`config.mk`:
```
export PLATFORM = sky130hd
export DESIGN_NAME = sfmf_top
export DESIGN_NICKNAME = d
export VERILOG_FILES = /design/src/shared/sfmf_pkg.sv /design/src/hdl/sfmf_top.sv /design/src/hdl/sfmf_fifo.sv
export SDC_FILE = /design/constraint.sdc
export NUM_CORES = 2
export LEC_CHECK = 0
export ABC_CLOCK_PERIOD_IN_PS = 5100
export BUFFER_PORTS_ARGS = -buffer_cell sky130_fd_sc_hd__clkbuf_2
export CAP_MARGIN = 20
export CORE_UTILIZATION = 35
export CTS_CLUSTER_SIZE = 14
export DETAILED_ROUTE_END_ITERATION = 12
export SLEW_MARGIN = 20
export SYNTH_ARGS = -nofsm -noshare
export SYNTH_HDL_FRONTEND = slang
export SYNTH_SLANG_ARGS = --single-unit
```
`constraint.sdc`:
```
create_clock -name clk -period 5.1 [get_ports clk]
set_input_delay 0.51 -clock clk [delete_from_list [all_inputs] [get_ports clk]]
set_output_delay 0.51 -clock clk [all_outputs]
set_load 0.05 [all_outputs]
```
`src/shared/sfmf_pkg.sv`:
```
// constants for the sample buffer and motion flag block
// assumes a byte-wide register port driven by the serial interface logic on clk
package sfmf_pkg;
  localparam logic [5:0] ADDR_TAP_THRESHOLD = 6'h1D;
  localparam logic [5:0] ADDR_TAP_DURATION = 6'h21;
  localparam logic [5:0] ADDR_TAP_LATENCY = 6'h22;
  localparam logic [5:0] ADDR_TAP_WINDOW = 6'h23;
  localparam logic [5:0] ADDR_ACTIVITY_THRESHOLD = 6'h24;
  localparam logic [5:0] ADDR_STILLNESS_THRESHOLD = 6'h25;
  localparam logic [5:0] ADDR_STILLNESS_TIME = 6'h26;
  localparam logic [5:0] ADDR_MOTION_AXIS_CONTROL = 6'h27;
  localparam logic [5:0] ADDR_FALL_THRESHOLD = 6'h28;
  localparam logic [5:0] ADDR_FALL_TIME = 6'h29;
  localparam logic [5:0] ADDR_EVENT_ENABLE = 6'h2E;
  localparam logic [5:0] ADDR_EVENT_MAP = 6'h2F;
  localparam logic [5:0] ADDR_EVENT_SOURCE = 6'h30;
  localparam logic [5:0] ADDR_SAMPLE_FIRST = 6'h32;
  localparam logic [5:0] ADDR_SAMPLE_LAST = 6'h37;
  localparam logic [5:0] ADDR_BUFFER_CONTROL = 6'h38;
  localparam logic [5:0] ADDR_BUFFER_STATUS = 6'h39;
  // buffer_control fields
  localparam int MODE_HI = 7;
  localparam int MODE_LO = 6;
  localparam int TRIG_SEL_BIT = 5;
  localparam int COUNT_HI = 4;
  // event bit positions in enable, map and source
  localparam int EV_DTAP = 5;
  localparam int EV_ACT = 4;
  localparam int EV_INACT = 3;
  localparam int EV_FALL = 2;
  localparam int EV_WMARK = 1;
  localparam int EV_OVRN = 0;
  // motion_axis_control: activity enables 6:4, stillness enables 2:0
  localparam int ACT_EN_LO = 4;
  localparam int INACT_EN_LO = 0;
  localparam logic [7:0] RESET_BYTE = 8'h00;
  localparam int BUFFER_DEPTH = 32;
  // timer ticks: stillness counts seconds, fall counts 5 ms units
  localparam int CLK_HZ = 50000000;
  localparam int SEC_MS = 1000;
  localparam int FALL_LSB_MS = 5;
  localparam int TAP_LSB_US = 625;
  localparam int TAP_LATWIN_LSB_MS = 1;
  localparam int SEC_CYCLES = CLK_HZ;
  localparam int FALL_CYCLES = CLK_HZ / SEC_MS * FALL_LSB_MS;
  localparam int TAP_DUR_CYCLES = CLK_HZ / SEC_MS / SEC_MS * TAP_LSB_US;
  localparam int TAP_LW_CYCLES = CLK_HZ / SEC_MS * TAP_LATWIN_LSB_MS;
  typedef enum logic [1:0] {
    SFMF_BYPASS = 2'b00,
    SFMF_FIFO = 2'b01,
    SFMF_STREAM = 2'b10,
    SFMF_TRIGGER = 2'b11
  } sfmf_mode_t;
endpackage : sfmf_pkg

```
`src/hdl/sfmf_top.sv`:
```
// sample buffer, buffer modes and motion event flags of a three-axis sensor
// assumes: register port from serial interface logic on clk; samples and tap level from the
// sensing chain on clk with one-cycle sample_valid; reg_rd/reg_wr are one-cycle strobes
`timescale 1ns/10ps
module sfmf_top #(
  parameter int SW = 16,
  parameter int DEPTH = sfmf_pkg::BUFFER_DEPTH,
  parameter int SEC_CYC = sfmf_pkg::SEC_CYCLES,
  parameter int FALL_CYC = sfmf_pkg::FALL_CYCLES,
  parameter int TAPD_CYC = sfmf_pkg::TAP_DUR_CYCLES,
  parameter int TAPLW_CYC = sfmf_pkg::TAP_LW_CYCLES
) (
  input wire logic clk,
  input wire logic nrst,
  input wire logic ce,
  input wire logic reg_wr,
  input wire logic reg_rd,
  input wire logic [5:0] reg_addr,
  input wire logic [7:0] reg_wdata,
  output logic [7:0] reg_rdata,
  input wire logic sample_valid,
  input wire logic [SW-1:0] x_in,
  input wire logic [SW-1:0] y_in,
  input wire logic [SW-1:0] z_in,
  input wire logic [SW-1:0] x_ac,
  input wire logic [SW-1:0] y_ac,
  input wire logic [SW-1:0] z_ac,
  input wire logic tap_level,
  output logic irq_out_a,
  output logic irq_out_b
);
  localparam int W = 3*SW;
  localparam int CW = $clog2(DEPTH);
  localparam int TW = 32;
  typedef struct packed {
    logic [7:0] tap_threshold;
    logic [7:0] tap_duration;
    logic [7:0] tap_latency;
    logic [7:0] tap_window;
    logic [7:0] activity_threshold;
    logic [7:0] stillness_threshold;
    logic [7:0] stillness_time;
    logic [7:0] motion_axis_control;
    logic [7:0] fall_threshold;
    logic [7:0] fall_time;
    logic [7:0] event_enable;
    logic [7:0] event_map;
    logic [7:0] buffer_control;
    logic [5:0] src;
    logic [W-1:0] out_regs;
    logic unread;
    logic triggered;
    logic trimming;
    logic [TW-1:0] still_cyc;
    logic [7:0] still_sec;
    logic [TW-1:0] fall_cyc;
    logic [7:0] fall_units;
    logic [1:0] tap_st;
    logic [TW-1:0] tap_cyc;
    logic [7:0] tap_units;
    logic [7:0] rdata;
    logic irq_a;
    logic irq_b;
  } sfmf_state_t;
  sfmf_state_t s_q, s_d;
  logic f_in_valid, f_in_ready, f_out_valid, f_out_ready, f_flush, f_drop;
  logic [W-1:0] f_out_data;
  logic [CW:0] f_count;
  logic [7:0] ev_raw;
  sfmf_pkg::sfmf_mode_t mode;
  logic [CW:0] n_keep;
  logic sample_rd, trig_src, act_hit, still_hit, fall_hit, full_now;
  function automatic logic [SW-1:0] mag(input logic [SW-1:0] v);
    mag = v[SW-1] ? (~v + 1'b1) : v;
  endfunction : mag
  function automatic logic over(input logic [SW-1:0] v, input logic [7:0] th);
    over = mag(v) > {{(SW-8){1'b0}}, th};
  endfunction : over
  assign mode = sfmf_pkg::sfmf_mode_t'(s_q.buffer_control[sfmf_pkg::MODE_HI:sfmf_pkg::MODE_LO]);
  assign n_keep = (CW+1)'(s_q.buffer_control[sfmf_pkg::COUNT_HI:0]);
  assign sample_rd = reg_rd && reg_addr == sfmf_pkg::ADDR_SAMPLE_FIRST;
  // in fifo mode and after a trigger, a full buffer refuses new samples
  assign f_in_valid = sample_valid && mode != sfmf_pkg::SFMF_BYPASS && !s_q.trimming;
  assign f_drop = (s_q.trimming && f_count > n_keep)
    || (sample_valid && !f_in_ready && (mode == sfmf_pkg::SFMF_STREAM
      || (mode == sfmf_pkg::SFMF_TRIGGER && !s_q.triggered)));
  assign f_out_ready = sample_rd && mode != sfmf_pkg::SFMF_BYPASS;
  assign f_flush = mode == sfmf_pkg::SFMF_BYPASS;
  assign full_now = sample_valid && f_in_valid && f_count == (CW+1)'(DEPTH - 1);
  sfmf_fifo #(.WIDTH(W), .DEPTH(DEPTH)) u_fifo (
    .clk(clk),
    .nrst(nrst),
    .ce(ce),
    .flush(f_flush),
    .drop(f_drop),
    .in_valid(f_in_valid),
    .in_ready(f_in_ready),
    .in_data({x_in, y_in, z_in}),
    .out_valid(f_out_valid),
    .out_ready(f_out_ready),
    .out_data(f_out_data),
    .count(f_count)
  );
  // any enabled axis above the activity threshold, ac-coupled values
  assign act_hit = (s_q.motion_axis_control[sfmf_pkg::ACT_EN_LO+2] && over(x_ac, s_q.activity_threshold))
    || (s_q.motion_axis_control[sfmf_pkg::ACT_EN_LO+1] && over(y_ac, s_q.activity_threshold))
    || (s_q.motion_axis_control[sfmf_pkg::ACT_EN_LO] && over(z_ac, s_q.activity_threshold));
  // all enabled axes below; with no axis enabled nothing counts
  assign still_hit = (s_q.motion_axis_control[sfmf_pkg::INACT_EN_LO+2:sfmf_pkg::INACT_EN_LO] != 3'b000)
    && !(s_q.motion_axis_control[sfmf_pkg::INACT_EN_LO+2] && over(x_ac, s_q.stillness_threshold))
    && !(s_q.motion_axis_control[sfmf_pkg::INACT_EN_LO+1] && over(y_ac, s_q.stillness_threshold))
    && !(s_q.motion_axis_control[sfmf_pkg::INACT_EN_LO] && over(z_ac, s_q.stillness_threshold));
  // raw dc values, all axes anded, no axis enables consulted
  assign fall_hit = !over(x_in, s_q.fall_threshold) && !over(y_in, s_q.fall_threshold)
    && !over(z_in, s_q.fall_threshold);
  always_comb begin
    ev_raw = 8'h00;
    ev_raw[sfmf_pkg::EV_WMARK] = f_count == n_keep && mode != sfmf_pkg::SFMF_BYPASS;
    ev_raw[sfmf_pkg::EV_OVRN] = s_q.src[sfmf_pkg::EV_OVRN];
  end
  // trigger source is the selected irq output
  assign trig_src = s_q.buffer_control[sfmf_pkg::TRIG_SEL_BIT] ? s_q.irq_b : s_q.irq_a;
  always_comb begin
    s_d = s_q;
    s_d.src[sfmf_pkg::EV_WMARK] = (f_count >= n_keep) && (n_keep != '0)
      && mode != sfmf_pkg::SFMF_BYPASS;
    if (reg_rd && reg_addr == sfmf_pkg::ADDR_EVENT_SOURCE) begin
      s_d.src[sfmf_pkg::EV_DTAP] = 1'b0;
      s_d.src[sfmf_pkg::EV_ACT] = 1'b0;
      s_d.src[sfmf_pkg::EV_INACT] = 1'b0;
      s_d.src[sfmf_pkg::EV_FALL] = 1'b0;
    end
    if (sample_rd) begin
      s_d.unread = 1'b0;
      s_d.src[sfmf_pkg::EV_OVRN] = 1'b0;
      if (mode == sfmf_pkg::SFMF_BYPASS) s_d.out_regs = s_q.out_regs;
      else if (f_out_valid) s_d.out_regs = f_out_data;
    end
    if (sample_valid) begin
      if (mode == sfmf_pkg::SFMF_BYPASS) begin
        if (s_q.unread) s_d.src[sfmf_pkg::EV_OVRN] = 1'b1;
        s_d.out_regs = {x_in, y_in, z_in};
        s_d.unread = 1'b1;
      end else if (full_now || (!f_in_ready && mode != sfmf_pkg::SFMF_FIFO && !s_q.triggered)) begin
        s_d.src[sfmf_pkg::EV_OVRN] = 1'b1;
      end
      // detectors run in every mode regardless of buffer state
      if (act_hit) s_d.src[sfmf_pkg::EV_ACT] = 1'b1;
      if (still_hit) begin
        s_d.still_cyc = s_q.still_cyc;
      end else begin
        s_d.still_cyc = '0;
        s_d.still_sec = '0;
      end
      if (!fall_hit) begin
        s_d.fall_cyc = '0;
        s_d.fall_units = '0;
      end
    end
    // seconds counted while still; flag once count passes the setting
    if (still_hit && s_q.still_sec <= s_q.stillness_time) begin
      if (s_q.still_cyc == TW'(SEC_CYC - 1)) begin
        s_d.still_cyc = '0;
        s_d.still_sec = s_q.still_sec + 8'h01;
      end else begin
        s_d.still_cyc = s_q.still_cyc + 1'b1;
      end
    end
    if (still_hit && s_q.still_sec > s_q.stillness_time) s_d.src[sfmf_pkg::EV_INACT] = 1'b1;
    // fall timer in 5 ms units
    if (fall_hit && s_q.fall_units <= s_q.fall_time) begin
      if (s_q.fall_cyc == TW'(FALL_CYC - 1)) begin
        s_d.fall_cyc = '0;
        s_d.fall_units = s_q.fall_units + 8'h01;
      end else begin
        s_d.fall_cyc = s_q.fall_cyc + 1'b1;
      end
    end
    if (fall_hit && s_q.fall_units > s_q.fall_time) s_d.src[sfmf_pkg::EV_FALL] = 1'b1;
    // 0 idle, 1 first tap high, 2 latency/window, 3 second tap high
    s_d.tap_cyc = s_q.tap_cyc + 1'b1;
    if (s_q.tap_cyc == TW'((s_q.tap_st[0] ? TAPD_CYC : TAPLW_CYC) - 1)) begin
      s_d.tap_cyc = '0;
      s_d.tap_units = s_q.tap_units + 8'h01;
    end
    case (s_q.tap_st)
      2'd0: begin
        s_d.tap_cyc = '0;
        s_d.tap_units = '0;
        if (tap_level) s_d.tap_st = 2'd1;
      end
      2'd1: begin
        if (s_q.tap_units >= s_q.tap_duration) s_d.tap_st = 2'd0;
        else if (!tap_level) begin
          s_d.tap_st = 2'd2;
          s_d.tap_cyc = '0;
          s_d.tap_units = '0;
        end
      end
      2'd2: begin
        if (s_q.tap_units >= s_q.tap_window) s_d.tap_st = 2'd0;
        else if (tap_level) begin
          s_d.tap_st = (s_q.tap_units >= s_q.tap_latency) ? 2'd3 : 2'd0;
          s_d.tap_cyc = '0;
          s_d.tap_units = '0;
        end
      end
      2'd3: begin
        if (s_q.tap_units >= s_q.tap_duration) s_d.tap_st = 2'd0;
        else if (!tap_level) begin
          s_d.tap_st = 2'd0;
          s_d.src[sfmf_pkg::EV_DTAP] = 1'b1;
        end
      end
      default: s_d.tap_st = 2'd0;
    endcase
    // first trigger only; trimming runs until n remain
    if (mode == sfmf_pkg::SFMF_TRIGGER && !s_q.triggered && trig_src) begin
      s_d.triggered = 1'b1;
      s_d.trimming = 1'b1;
    end
    if (s_q.trimming && f_count <= n_keep) s_d.trimming = 1'b0;
    if (mode != sfmf_pkg::SFMF_TRIGGER) begin
      s_d.triggered = 1'b0;
      s_d.trimming = 1'b0;
    end
    // enabled flags routed by the map bit
    s_d.irq_a = |(s_d.src & s_q.event_enable[5:0] & ~s_q.event_map[5:0]);
    s_d.irq_b = |(s_d.src & s_q.event_enable[5:0] & s_q.event_map[5:0]);
    if (reg_wr) begin
      case (reg_addr)
        sfmf_pkg::ADDR_TAP_THRESHOLD: s_d.tap_threshold = reg_wdata;
        sfmf_pkg::ADDR_TAP_DURATION: s_d.tap_duration = reg_wdata;
        sfmf_pkg::ADDR_TAP_LATENCY: s_d.tap_latency = reg_wdata;
        sfmf_pkg::ADDR_TAP_WINDOW: s_d.tap_window = reg_wdata;
        sfmf_pkg::ADDR_ACTIVITY_THRESHOLD: s_d.activity_threshold = reg_wdata;
        sfmf_pkg::ADDR_STILLNESS_THRESHOLD: s_d.stillness_threshold = reg_wdata;
        sfmf_pkg::ADDR_STILLNESS_TIME: s_d.stillness_time = reg_wdata;
        sfmf_pkg::ADDR_MOTION_AXIS_CONTROL: s_d.motion_axis_control = reg_wdata;
        sfmf_pkg::ADDR_FALL_THRESHOLD: s_d.fall_threshold = reg_wdata;
        sfmf_pkg::ADDR_FALL_TIME: s_d.fall_time = reg_wdata;
        sfmf_pkg::ADDR_EVENT_ENABLE: s_d.event_enable = reg_wdata;
        sfmf_pkg::ADDR_EVENT_MAP: s_d.event_map = reg_wdata;
        sfmf_pkg::ADDR_BUFFER_CONTROL: s_d.buffer_control = reg_wdata;
        default: s_d.event_map = s_d.event_map;
      endcase
    end
    // read data is registered: it appears the cycle after reg_rd
    case (reg_addr)
      sfmf_pkg::ADDR_TAP_THRESHOLD: s_d.rdata = s_q.tap_threshold;
      sfmf_pkg::ADDR_TAP_DURATION: s_d.rdata = s_q.tap_duration;
      sfmf_pkg::ADDR_TAP_LATENCY: s_d.rdata = s_q.tap_latency;
      sfmf_pkg::ADDR_TAP_WINDOW: s_d.rdata = s_q.tap_window;
      sfmf_pkg::ADDR_ACTIVITY_THRESHOLD: s_d.rdata = s_q.activity_threshold;
      sfmf_pkg::ADDR_STILLNESS_THRESHOLD: s_d.rdata = s_q.stillness_threshold;
      sfmf_pkg::ADDR_STILLNESS_TIME: s_d.rdata = s_q.stillness_time;
      sfmf_pkg::ADDR_MOTION_AXIS_CONTROL: s_d.rdata = s_q.motion_axis_control;
      sfmf_pkg::ADDR_FALL_THRESHOLD: s_d.rdata = s_q.fall_threshold;
      sfmf_pkg::ADDR_FALL_TIME: s_d.rdata = s_q.fall_time;
      sfmf_pkg::ADDR_EVENT_ENABLE: s_d.rdata = s_q.event_enable;
      sfmf_pkg::ADDR_EVENT_MAP: s_d.rdata = s_q.event_map;
      sfmf_pkg::ADDR_EVENT_SOURCE: s_d.rdata = {2'b00, s_q.src};
      sfmf_pkg::ADDR_BUFFER_CONTROL: s_d.rdata = s_q.buffer_control;
      sfmf_pkg::ADDR_BUFFER_STATUS: s_d.rdata = {s_q.triggered, 1'b0, 6'(f_count)};
      6'h32: s_d.rdata = s_q.out_regs[W-SW +: 8];
      6'h33: s_d.rdata = s_q.out_regs[W-SW+8 +: 8];
      6'h34: s_d.rdata = s_q.out_regs[SW +: 8];
      6'h35: s_d.rdata = s_q.out_regs[SW+8 +: 8];
      6'h36: s_d.rdata = s_q.out_regs[0 +: 8];
      6'h37: s_d.rdata = s_q.out_regs[8 +: 8];
      default: s_d.rdata = sfmf_pkg::RESET_BYTE;
    endcase
  end
  always_ff @(posedge clk or negedge nrst) begin
    if (!nrst) begin
      s_q <= '0;
    end else if (ce) begin
      s_q <= s_d;
    end
  end
  assign reg_rdata = s_q.rdata;
  assign irq_out_a = s_q.irq_a;
  assign irq_out_b = s_q.irq_b;
  // tap threshold is applied upstream in the sensing chain that makes tap_level
  logic unused_ok;
  assign unused_ok = ^{s_q.tap_threshold, ev_raw};

  bypass_empty_a: assert property (@(posedge clk) disable iff (!nrst)
    ce && mode == sfmf_pkg::SFMF_BYPASS |=> f_count == '0) else $error("buffer not empty in bypass");
  fifo_cap_a: assert property (@(posedge clk) disable iff (!nrst)
    f_count <= (CW+1)'(DEPTH)) else $error("buffer over depth");
  fifo_stop_a: assert property (@(posedge clk) disable iff (!nrst)
    ce && mode == sfmf_pkg::SFMF_FIFO && f_count == (CW+1)'(DEPTH) && !f_out_ready
    |=> f_count == (CW+1)'(DEPTH)) else $error("fifo mode changed a full buffer");
  wmark_set_a: assert property (@(posedge clk) disable iff (!nrst)
    ce && mode != sfmf_pkg::SFMF_BYPASS && n_keep != '0 && f_count == n_keep
    |=> s_q.src[sfmf_pkg::EV_WMARK]) else $error("watermark not set");
  wmark_clr_a: assert property (@(posedge clk) disable iff (!nrst)
    ce && f_count < n_keep |=> !s_q.src[sfmf_pkg::EV_WMARK]) else $error("watermark stuck");
  ovr_clr_a: assert property (@(posedge clk) disable iff (!nrst)
    ce && sample_rd && !sample_valid |=> !s_q.src[sfmf_pkg::EV_OVRN]) else $error("overrun not cleared");
  ovr_bypass_a: assert property (@(posedge clk) disable iff (!nrst)
    ce && mode == sfmf_pkg::SFMF_BYPASS && sample_valid && s_q.unread
    |=> s_q.src[sfmf_pkg::EV_OVRN]) else $error("bypass overrun missed");
  irq_gate_a: assert property (@(posedge clk) disable iff (!nrst)
    ce && s_q.event_enable[5:0] == 6'h00 |=> !irq_out_a && !irq_out_b) else $error("disabled irq fired");
  trig_once_a: assert property (@(posedge clk) disable iff (!nrst)
    ce && s_q.triggered && mode == sfmf_pkg::SFMF_TRIGGER |=> s_q.triggered) else $error("trigger rearmed");
endmodule : sfmf_top

```
`src/hdl/sfmf_fifo.sv`:
```
// sample buffer with valid/ready on both sides and a drop-oldest port
// assumes a single clock domain; ce freezes all state
`timescale 1ns/10ps
module sfmf_fifo #(
  parameter int WIDTH = 48,
  parameter int DEPTH = 32
) (
  input wire logic clk,
  input wire logic nrst,
  input wire logic ce,
  input wire logic flush,
  input wire logic drop,
  input wire logic in_valid,
  output logic in_ready,
  input wire logic [WIDTH-1:0] in_data,
  output logic out_valid,
  input wire logic out_ready,
  output logic [WIDTH-1:0] out_data,
  output logic [$clog2(DEPTH):0] count
);
  localparam int AW = $clog2(DEPTH);
  typedef struct packed {
    logic [AW-1:0] rd;
    logic [AW-1:0] wr;
    logic [AW:0] cnt;
  } sfmf_fifo_t;
  sfmf_fifo_t s_q, s_d;
  logic [WIDTH-1:0] mem [DEPTH];
  logic push, pop;
  assign in_ready = (s_q.cnt != (AW+1)'(DEPTH));
  assign out_valid = (s_q.cnt != '0);
  assign out_data = mem[s_q.rd];
  assign count = s_q.cnt;
  // a drop frees the oldest slot in the same cycle, so a full buffer can still take the new word
  assign push = in_valid && (in_ready || drop);
  assign pop = (out_valid && out_ready) || (drop && out_valid);
  always_comb begin
    s_d = s_q;
    if (flush) begin
      s_d = '0;
    end else begin
      if (push) s_d.wr = s_q.wr + 1'b1;
      if (pop) s_d.rd = s_q.rd + 1'b1;
      if (push && !pop) s_d.cnt = s_q.cnt + 1'b1;
      if (pop && !push) s_d.cnt = s_q.cnt - 1'b1;
    end
  end
  always_ff @(posedge clk or negedge nrst) begin
    if (!nrst) begin
      s_q <= '0;
    end else if (ce) begin
      s_q <= s_d;
    end
  end
  always_ff @(posedge clk) begin
    if (ce && push && !flush) mem[s_q.wr] <= in_data;
  end
endmodule : sfmf_fifo

```
* Word-level counts from Yosys, hierarchy flattened
Memories as Yosys holds them, arrays and structs flattened.
Cells that the tools add are included.
** Operators by class
- Bitwise logic cells :: 10
- Add/subtract/negate cells :: 17
- Muxes and demuxes :: 58
- Eq/ne operators :: 39
- Order comparisons :: 19
- Reduce and logical (&&, ||, !) cells :: 94
** Operator list (count)
- 40-bit two-way mux :: 6
- 8-bit case mux with 21 select lines :: 1
- 16-bit by 8-bit > comparator with 1-bit output :: 9
- 16-bit two-way mux :: 8
- 6-bit equality test, second input constant :: 20
- 40-bit case mux with 3 select lines :: 1
- 50-bit two-way mux :: 2
- 16-bit by 1-bit adder with 16-bit output, second input constant :: 6
- 32-bit by 1-bit adder with 32-bit output, second input constant :: 3
- 32-bit two-way mux :: 3
- 48-bit two-way mux :: 2
- 16-bit NOT :: 6
- 42-bit two-way mux :: 2
- 80-bit two-way mux :: 1
- 49-bit two-way mux :: 1
- 3-bit AND reduction :: 15
- 1-bit logical AND :: 39
- 32-bit by 18-bit equality test with 1-bit output, second input constant :: 1
- 32-bit by 26-bit equality test with 1-bit output, second input constant :: 1
- 32-bit equality test :: 1
- 8-bit by 1-bit adder with 8-bit output, second input constant :: 3
- 8-bit >= comparator :: 3
- 8-bit two-way mux :: 3
- 6-bit AND :: 3
- 32 further kinds :: 97
** Storage, ports and cells
- Flip-flop bits (word level) :: 309
- Input bits :: 117
- RAM bits :: 1536
- Memories :: 1
- Logic and storage cells :: 269
** Memories
- u_fifo.mem :: depth 32, width 48, read ports 1, clocked after Yosys merged registers in 0, write ports 1, RTL line sfmf_fifo.sv:28 : logic [WIDTH-1:0] mem [DEPTH];

* Logic depth before layout (Yosys ltp)
- Depth in word-level cells :: 14
- Mapped depth :: 18
- Mapped depth without buffers :: 17

* Cells and area by module
Synthesis repeated with hierarchy kept, for this count alone.
** Unflattened totals
- Cell total of the unflattened synthesis :: 4613
- Area total of the unflattened synthesis :: 79264.8 um2
** Modules (own cells, without submodules)
- sfmf_fifo :: area an instance 59448.3 um2, times used 1, cells an instance 2358, seq. area each 46524.6 um2
- sfmf_top :: area an instance 19816.5 um2, times used 1, cells an instance 2255, seq. area each 7332.0 um2

* Worst setup path after synthesis
Ideal clock, no wire load.
- Path kind :: register to register
- From :: register u_fifo.s_q, in the netlist u_fifo.count[3]
- To :: memory u_fifo.mem[31][0], enable pin
- Cell stages (with the launch flop) :: 11
- Setup slack :: 0.404 ns
- Setup time :: 0.454 ns
- Data arrival time :: 4.242 ns
- Path buffers :: 1
- Clock period less this slack :: 4.696 ns
- Data required time :: 4.646 ns
- Path through :: dfrtp_1 ha_1 nand3_1 nor4b_1 o221ai_1 o21a_1 a31oi_1 and2_1 clkbuf_1 nand2_1 nor2_1
** On the way
- Word-level cells in the longest chain between the ends :: 11
- Elaborated cells between the ends (all ways) :: 13
** Ends and longest elaborated chain
- from (decl) :: RTL line sfmf_fifo.sv:27 : sfmf_fifo_t s_q, s_d;
- from (signal assigned) :: RTL line sfmf_fifo.sv:50 : s_q <= '0;
- from (signal assigned) :: RTL line sfmf_fifo.sv:52 : s_q <= s_d;
- parallel branches: the longest is 5 deep, another holds 6-bit by 5-bit > comparator with 1-bit output
- 1-bit logical OR (*) :: RTL line sfmf_fifo.sv:35 : assign push = in_valid && (in_ready || drop);
- 1-bit logical AND (*) :: RTL line sfmf_fifo.sv:35
- 1-bit logical AND (*) (2 in series) :: RTL line sfmf_fifo.sv:56 : if (ce && push && !flush) mem[s_q.wr] <= in_data;
- 1-bit two-way mux (*) :: RTL line sfmf_fifo.sv:56
- 1-bit two-way mux (not written as such) (*) :: RTL line sfmf_fifo.sv:56
- to (decl) :: RTL line sfmf_fifo.sv:28
Mark *: on every way between the ends.

* Worst setup path after layout
- From :: register u_fifo.s_q, in the netlist u_fifo.count[3]
- To :: memory u_fifo.mem[2][38], enable pin
The elaborated chain is that of the path after synthesis.

==> impl_metrics.py <==
metrics = {
    "logic_synthesis": {
        "synth-seq-area-share": 0.681,
        "synth_cells": 4612,
        "synth_ff_type": "edfxtp_1",
        "yosys.area.top_type": "edfxtp_1",
        "synth-warning-count": 0,
        "synth_area_leaders": "edfxtp_1 58%, mux4_2 14%, dfrtp_1 9.8%, ha_1 2.2%, mux2_2 1.4%",
        "synthDistinctLibCells": 95,
        "syn_nets": 4868,
        "netlist_area_um2": 79100,
        "synth-edff-count": 1536,
        "async_flop_share": 0.167,
        "synth.top_cell.area_share": 0.583,
        "synth-seq-cells": 1845,
        "synth.avg_cell_area_um2": 17.2,
    },
    "layout": {
        "syn2layout_area_growth_pct": 15.1,
        "regArea_um2": 53900,
        "fillers": 20200,
        "multiInputGateArea_um2": 24200,
        "drive_gt1_frac": 0.250,
        "final_common_cell": "edfxtp_1",
        "final_cell_mix": "1536 x edfxtp_1, 480 x mux4_2, 305 x dfrtp_1, 208 x nor2_1, 203 x nand2_1",
        "nets": 5159,
    },
    "timing": {
        "setup_tns_ns": 0,
        "finalWorstSetupSlack_ns": 0.692,
        "setup_viol": 0,
        "rsz0062_at_grt": "false",
        "final_max_slew_viol_count": 0,
        "max_slew_margin": 0.292,
        "fin_crit_sh": 0.864,
        "finalHoldViolCount": 0,
        "final.min_clock_period_ns": 4.41,
        "fin_skew_ns": 0.0645,
        "fmax_ghz": 0.227,
        "tightest_slew_ns": 1.06,
    },
    "die": {
        "core_um2": 225000,
        "core.rowCount": 174,
        "dieWidth_um": 478,
        "die_y_um": 478,
        "initial_core_util": 0.352,
        "die_area_um2": 228000,
        "io_pins": 127,
    },
    "grt": {
        "antenna_found_initial": 13,
        "grt_pass1_vias": 45100,
        "grt.total_usage": 0.192,
        "grt_start_max_net_pins": 118,
        "grt.overflow.total": 0,
        "grt_pass1_wl_um": 321000,
    },
    "clock_network": {
        "cts_tree": "yes",
        "cts_max_level": 4,
        "clk_pin_slew_ns": 0.06,
        "clk_latency_ns": 0.86,
        "clockBufferDepth": 3,
        "cts_root_buf": "clkbuf_16",
        "cts.sinks": 1845,
        "cts_buffers": 190,
    },
    "power": {
        "p_leak_nw": 30.7,
        "power_mw": 32.4,
        "power_density_nw_per_um2": 355,
        "peakVddDrop_v": 0.000352,
    },
    "worst_setup_path": {
        "slowest_delay_ns": 0.96,
        "crit_required_ns": 5.60,
        "reg2reg_slack_ns": 0.69,
        "crit_path_start_kind": "flip-flop",
        "path_max_fanout": 13,
        "cp-end-kind": "flip-flop",
        "crit_chain": "ha_1 > nand3_1 > nor4b_1 > o221ai_1 > o21a_1 > a31oi_1 > and2_1 > nand2_1 > nor2_4 > buf_12",
        "crit_arrival_ns": 4.91,
        "setup.worst_path.class": "flip-flop to flip-flop",
        "crit_slowest_cell": "nor2_4",
    },
    "route": {
        "via_per_inst": 5.66,
        "ant_nets": 0,
        "initialDrtViolationCount": 5745,
        "wirelength_um": 221000,
        "wire_per_inst_um": 27.5,
        "drc": 0,
        "dr.pass1.iters": 6,
        "vias": 45600,
    },
    "flow_run": {
        "maxCapViolations": 0,
    },
    "run_status": {
        "status": "complete, no violations",
    },
    "place": {
        "place_ws_ns": 0.631,
        "io_buffers": 126,
        "place.gp.congestion": 0.911,
        "hpwl_um": 132000,
    },
    "hold_path": {
        "min_path_type": "input pin to flip-flop",
    },
}
[where the power goes]
part           internal, mW  switching, mW  leakage [nW]
Sequential             16.5          0.243          17.9
Combinational         0.523           1.09          9.76
Clock                  7.92           6.05          3.05
Total                  25.0           7.39          30.7
[cells in the mapped netlist, types with 15 or more instances]
library cell	count
edfxtp_1	1536
mux4_2	480
dfrtp_1	309
nor2_1	240
nand2_1	203
clkbuf_1	160
a21oi_1	146
o21ai_0	145
ha_1	138
inv_1	112
mux2_2	99
nand3_1	83
a21o_1	74
nor3_1	72
nand2b_1	67
a22oi_1	63
nand4_1	56
xnor2_1	45
mux2i_1	43
and3_1	42
buf_1	38
a22o_1	35
o22ai_1	33
or3_1	30
nor2b_1	28
or2_2	22
nor4_1	21
a211o_1	19
and2_1	17
nor4b_1	15
o2bb2ai_1	15
o31ai_1	15
[flip-flops by register name, indices dropped and copies added (netlist names)]
register / flops
ev_raw: 1
mode: 2
irq_out_b: 1
u_fifo.s_q: 10
irq_out_a: 1
reg_rdata: 8
u_fifo.mem: 1536
u_fifo.count: 6
s_q: 275
n_keep: 5
[cells by family after synthesis]
logic type / Yosys count / synth area share
XOR/XNOR: 57 / 0.00631
buffers and inverters: 327 / 0.0163
adder cells (fa/ha/maj): 139 / 0.0221
flip-flops: 1845 / 0.681
multiplexers: 624 / 0.157
AND/OR/NAND/NOR: 963 / 0.0629
AO/OA/AOI/OAI: 657 / 0.0552
[cell type report]
class                           count  share of cell area
Tap cell                         2992              0.0411
Sequential cell                  1845               0.591
Clock buffer                      233              0.0548
Clock inverter                    119              0.0142
Multi-Input combinational cell   2440               0.266
Antenna cell                        4            0.000110
Timing Repair Buffer              313              0.0274
Inverter                          113             0.00467
[worst max-delay path: cells and delay by family, from the launching register on]
family,cells,cell delay [ns]
AND/OR/NAND/NOR,5,2.16
AO/OA/AOI/OAI,3,0.86
flip-flops,1,0.47
adder cells (fa/ha/maj),1,0.36
buffers and inverters,1,0.25
[metal layers]
layer / track usage / wire length, um / part of all wire
met3: 0.0342 / 16500 / 0.075
met4: 0.0525 / 5800 / 0.026
met5: 0 / 50 / 0.00023
met1: 0.270 / 94500 / 0.43
met2: 0.306 / 104000 / 0.47
[metrics by stage]
stage / util / hold WS (ns) / instance area, um^2 / std cells
after global routing: 0.405 / 0.0310 / 91100 / 8057
after detailed placement: 0.377 / 0.488 / 84800 / 7702
final: 0.405 / 0.0644 / 91100 / 8059
after global placement: 0.377 / 0.471 / 84800 / 7702
after floorplan: - / 0.214 / 79100 / 4612
after CTS: 0.405 / 0.00691 / 91100 / 8055
[worst paths after layout]
kind	from	endpoint	cells past startpoint
max reg2reg	u_fifo.count[3]$_DFFE_PN0P_	u_fifo.mem[2][38]$_DFFE_PP_	10
max	u_fifo.count[3]$_DFFE_PN0P_	u_fifo.mem[2][38]$_DFFE_PP_	10
min	x_in[5]	u_fifo.mem[11][37]$_DFFE_PP_	1
min reg2reg	s_q[114]$_DFFE_PN0P_	s_q[114]$_DFFE_PN0P_	1
min in group asynchronous	nrst	reg_rdata[6]$_DFFE_PN0P_	2
max in group asynchronous	nrst	s_q[74]$_DFFE_PN0P_	3
[timing repair]
| item | in CTS | in global routing |
|---|---|---|
| resized for setup | 0 | 0 |
| endpoints found under the hold margin | 90 | 0 |
| buffers inserted | 0 | 0 |
| hold buffers | 1 | 0 |
Note: power is estimated with default switching activity, not from simulation.
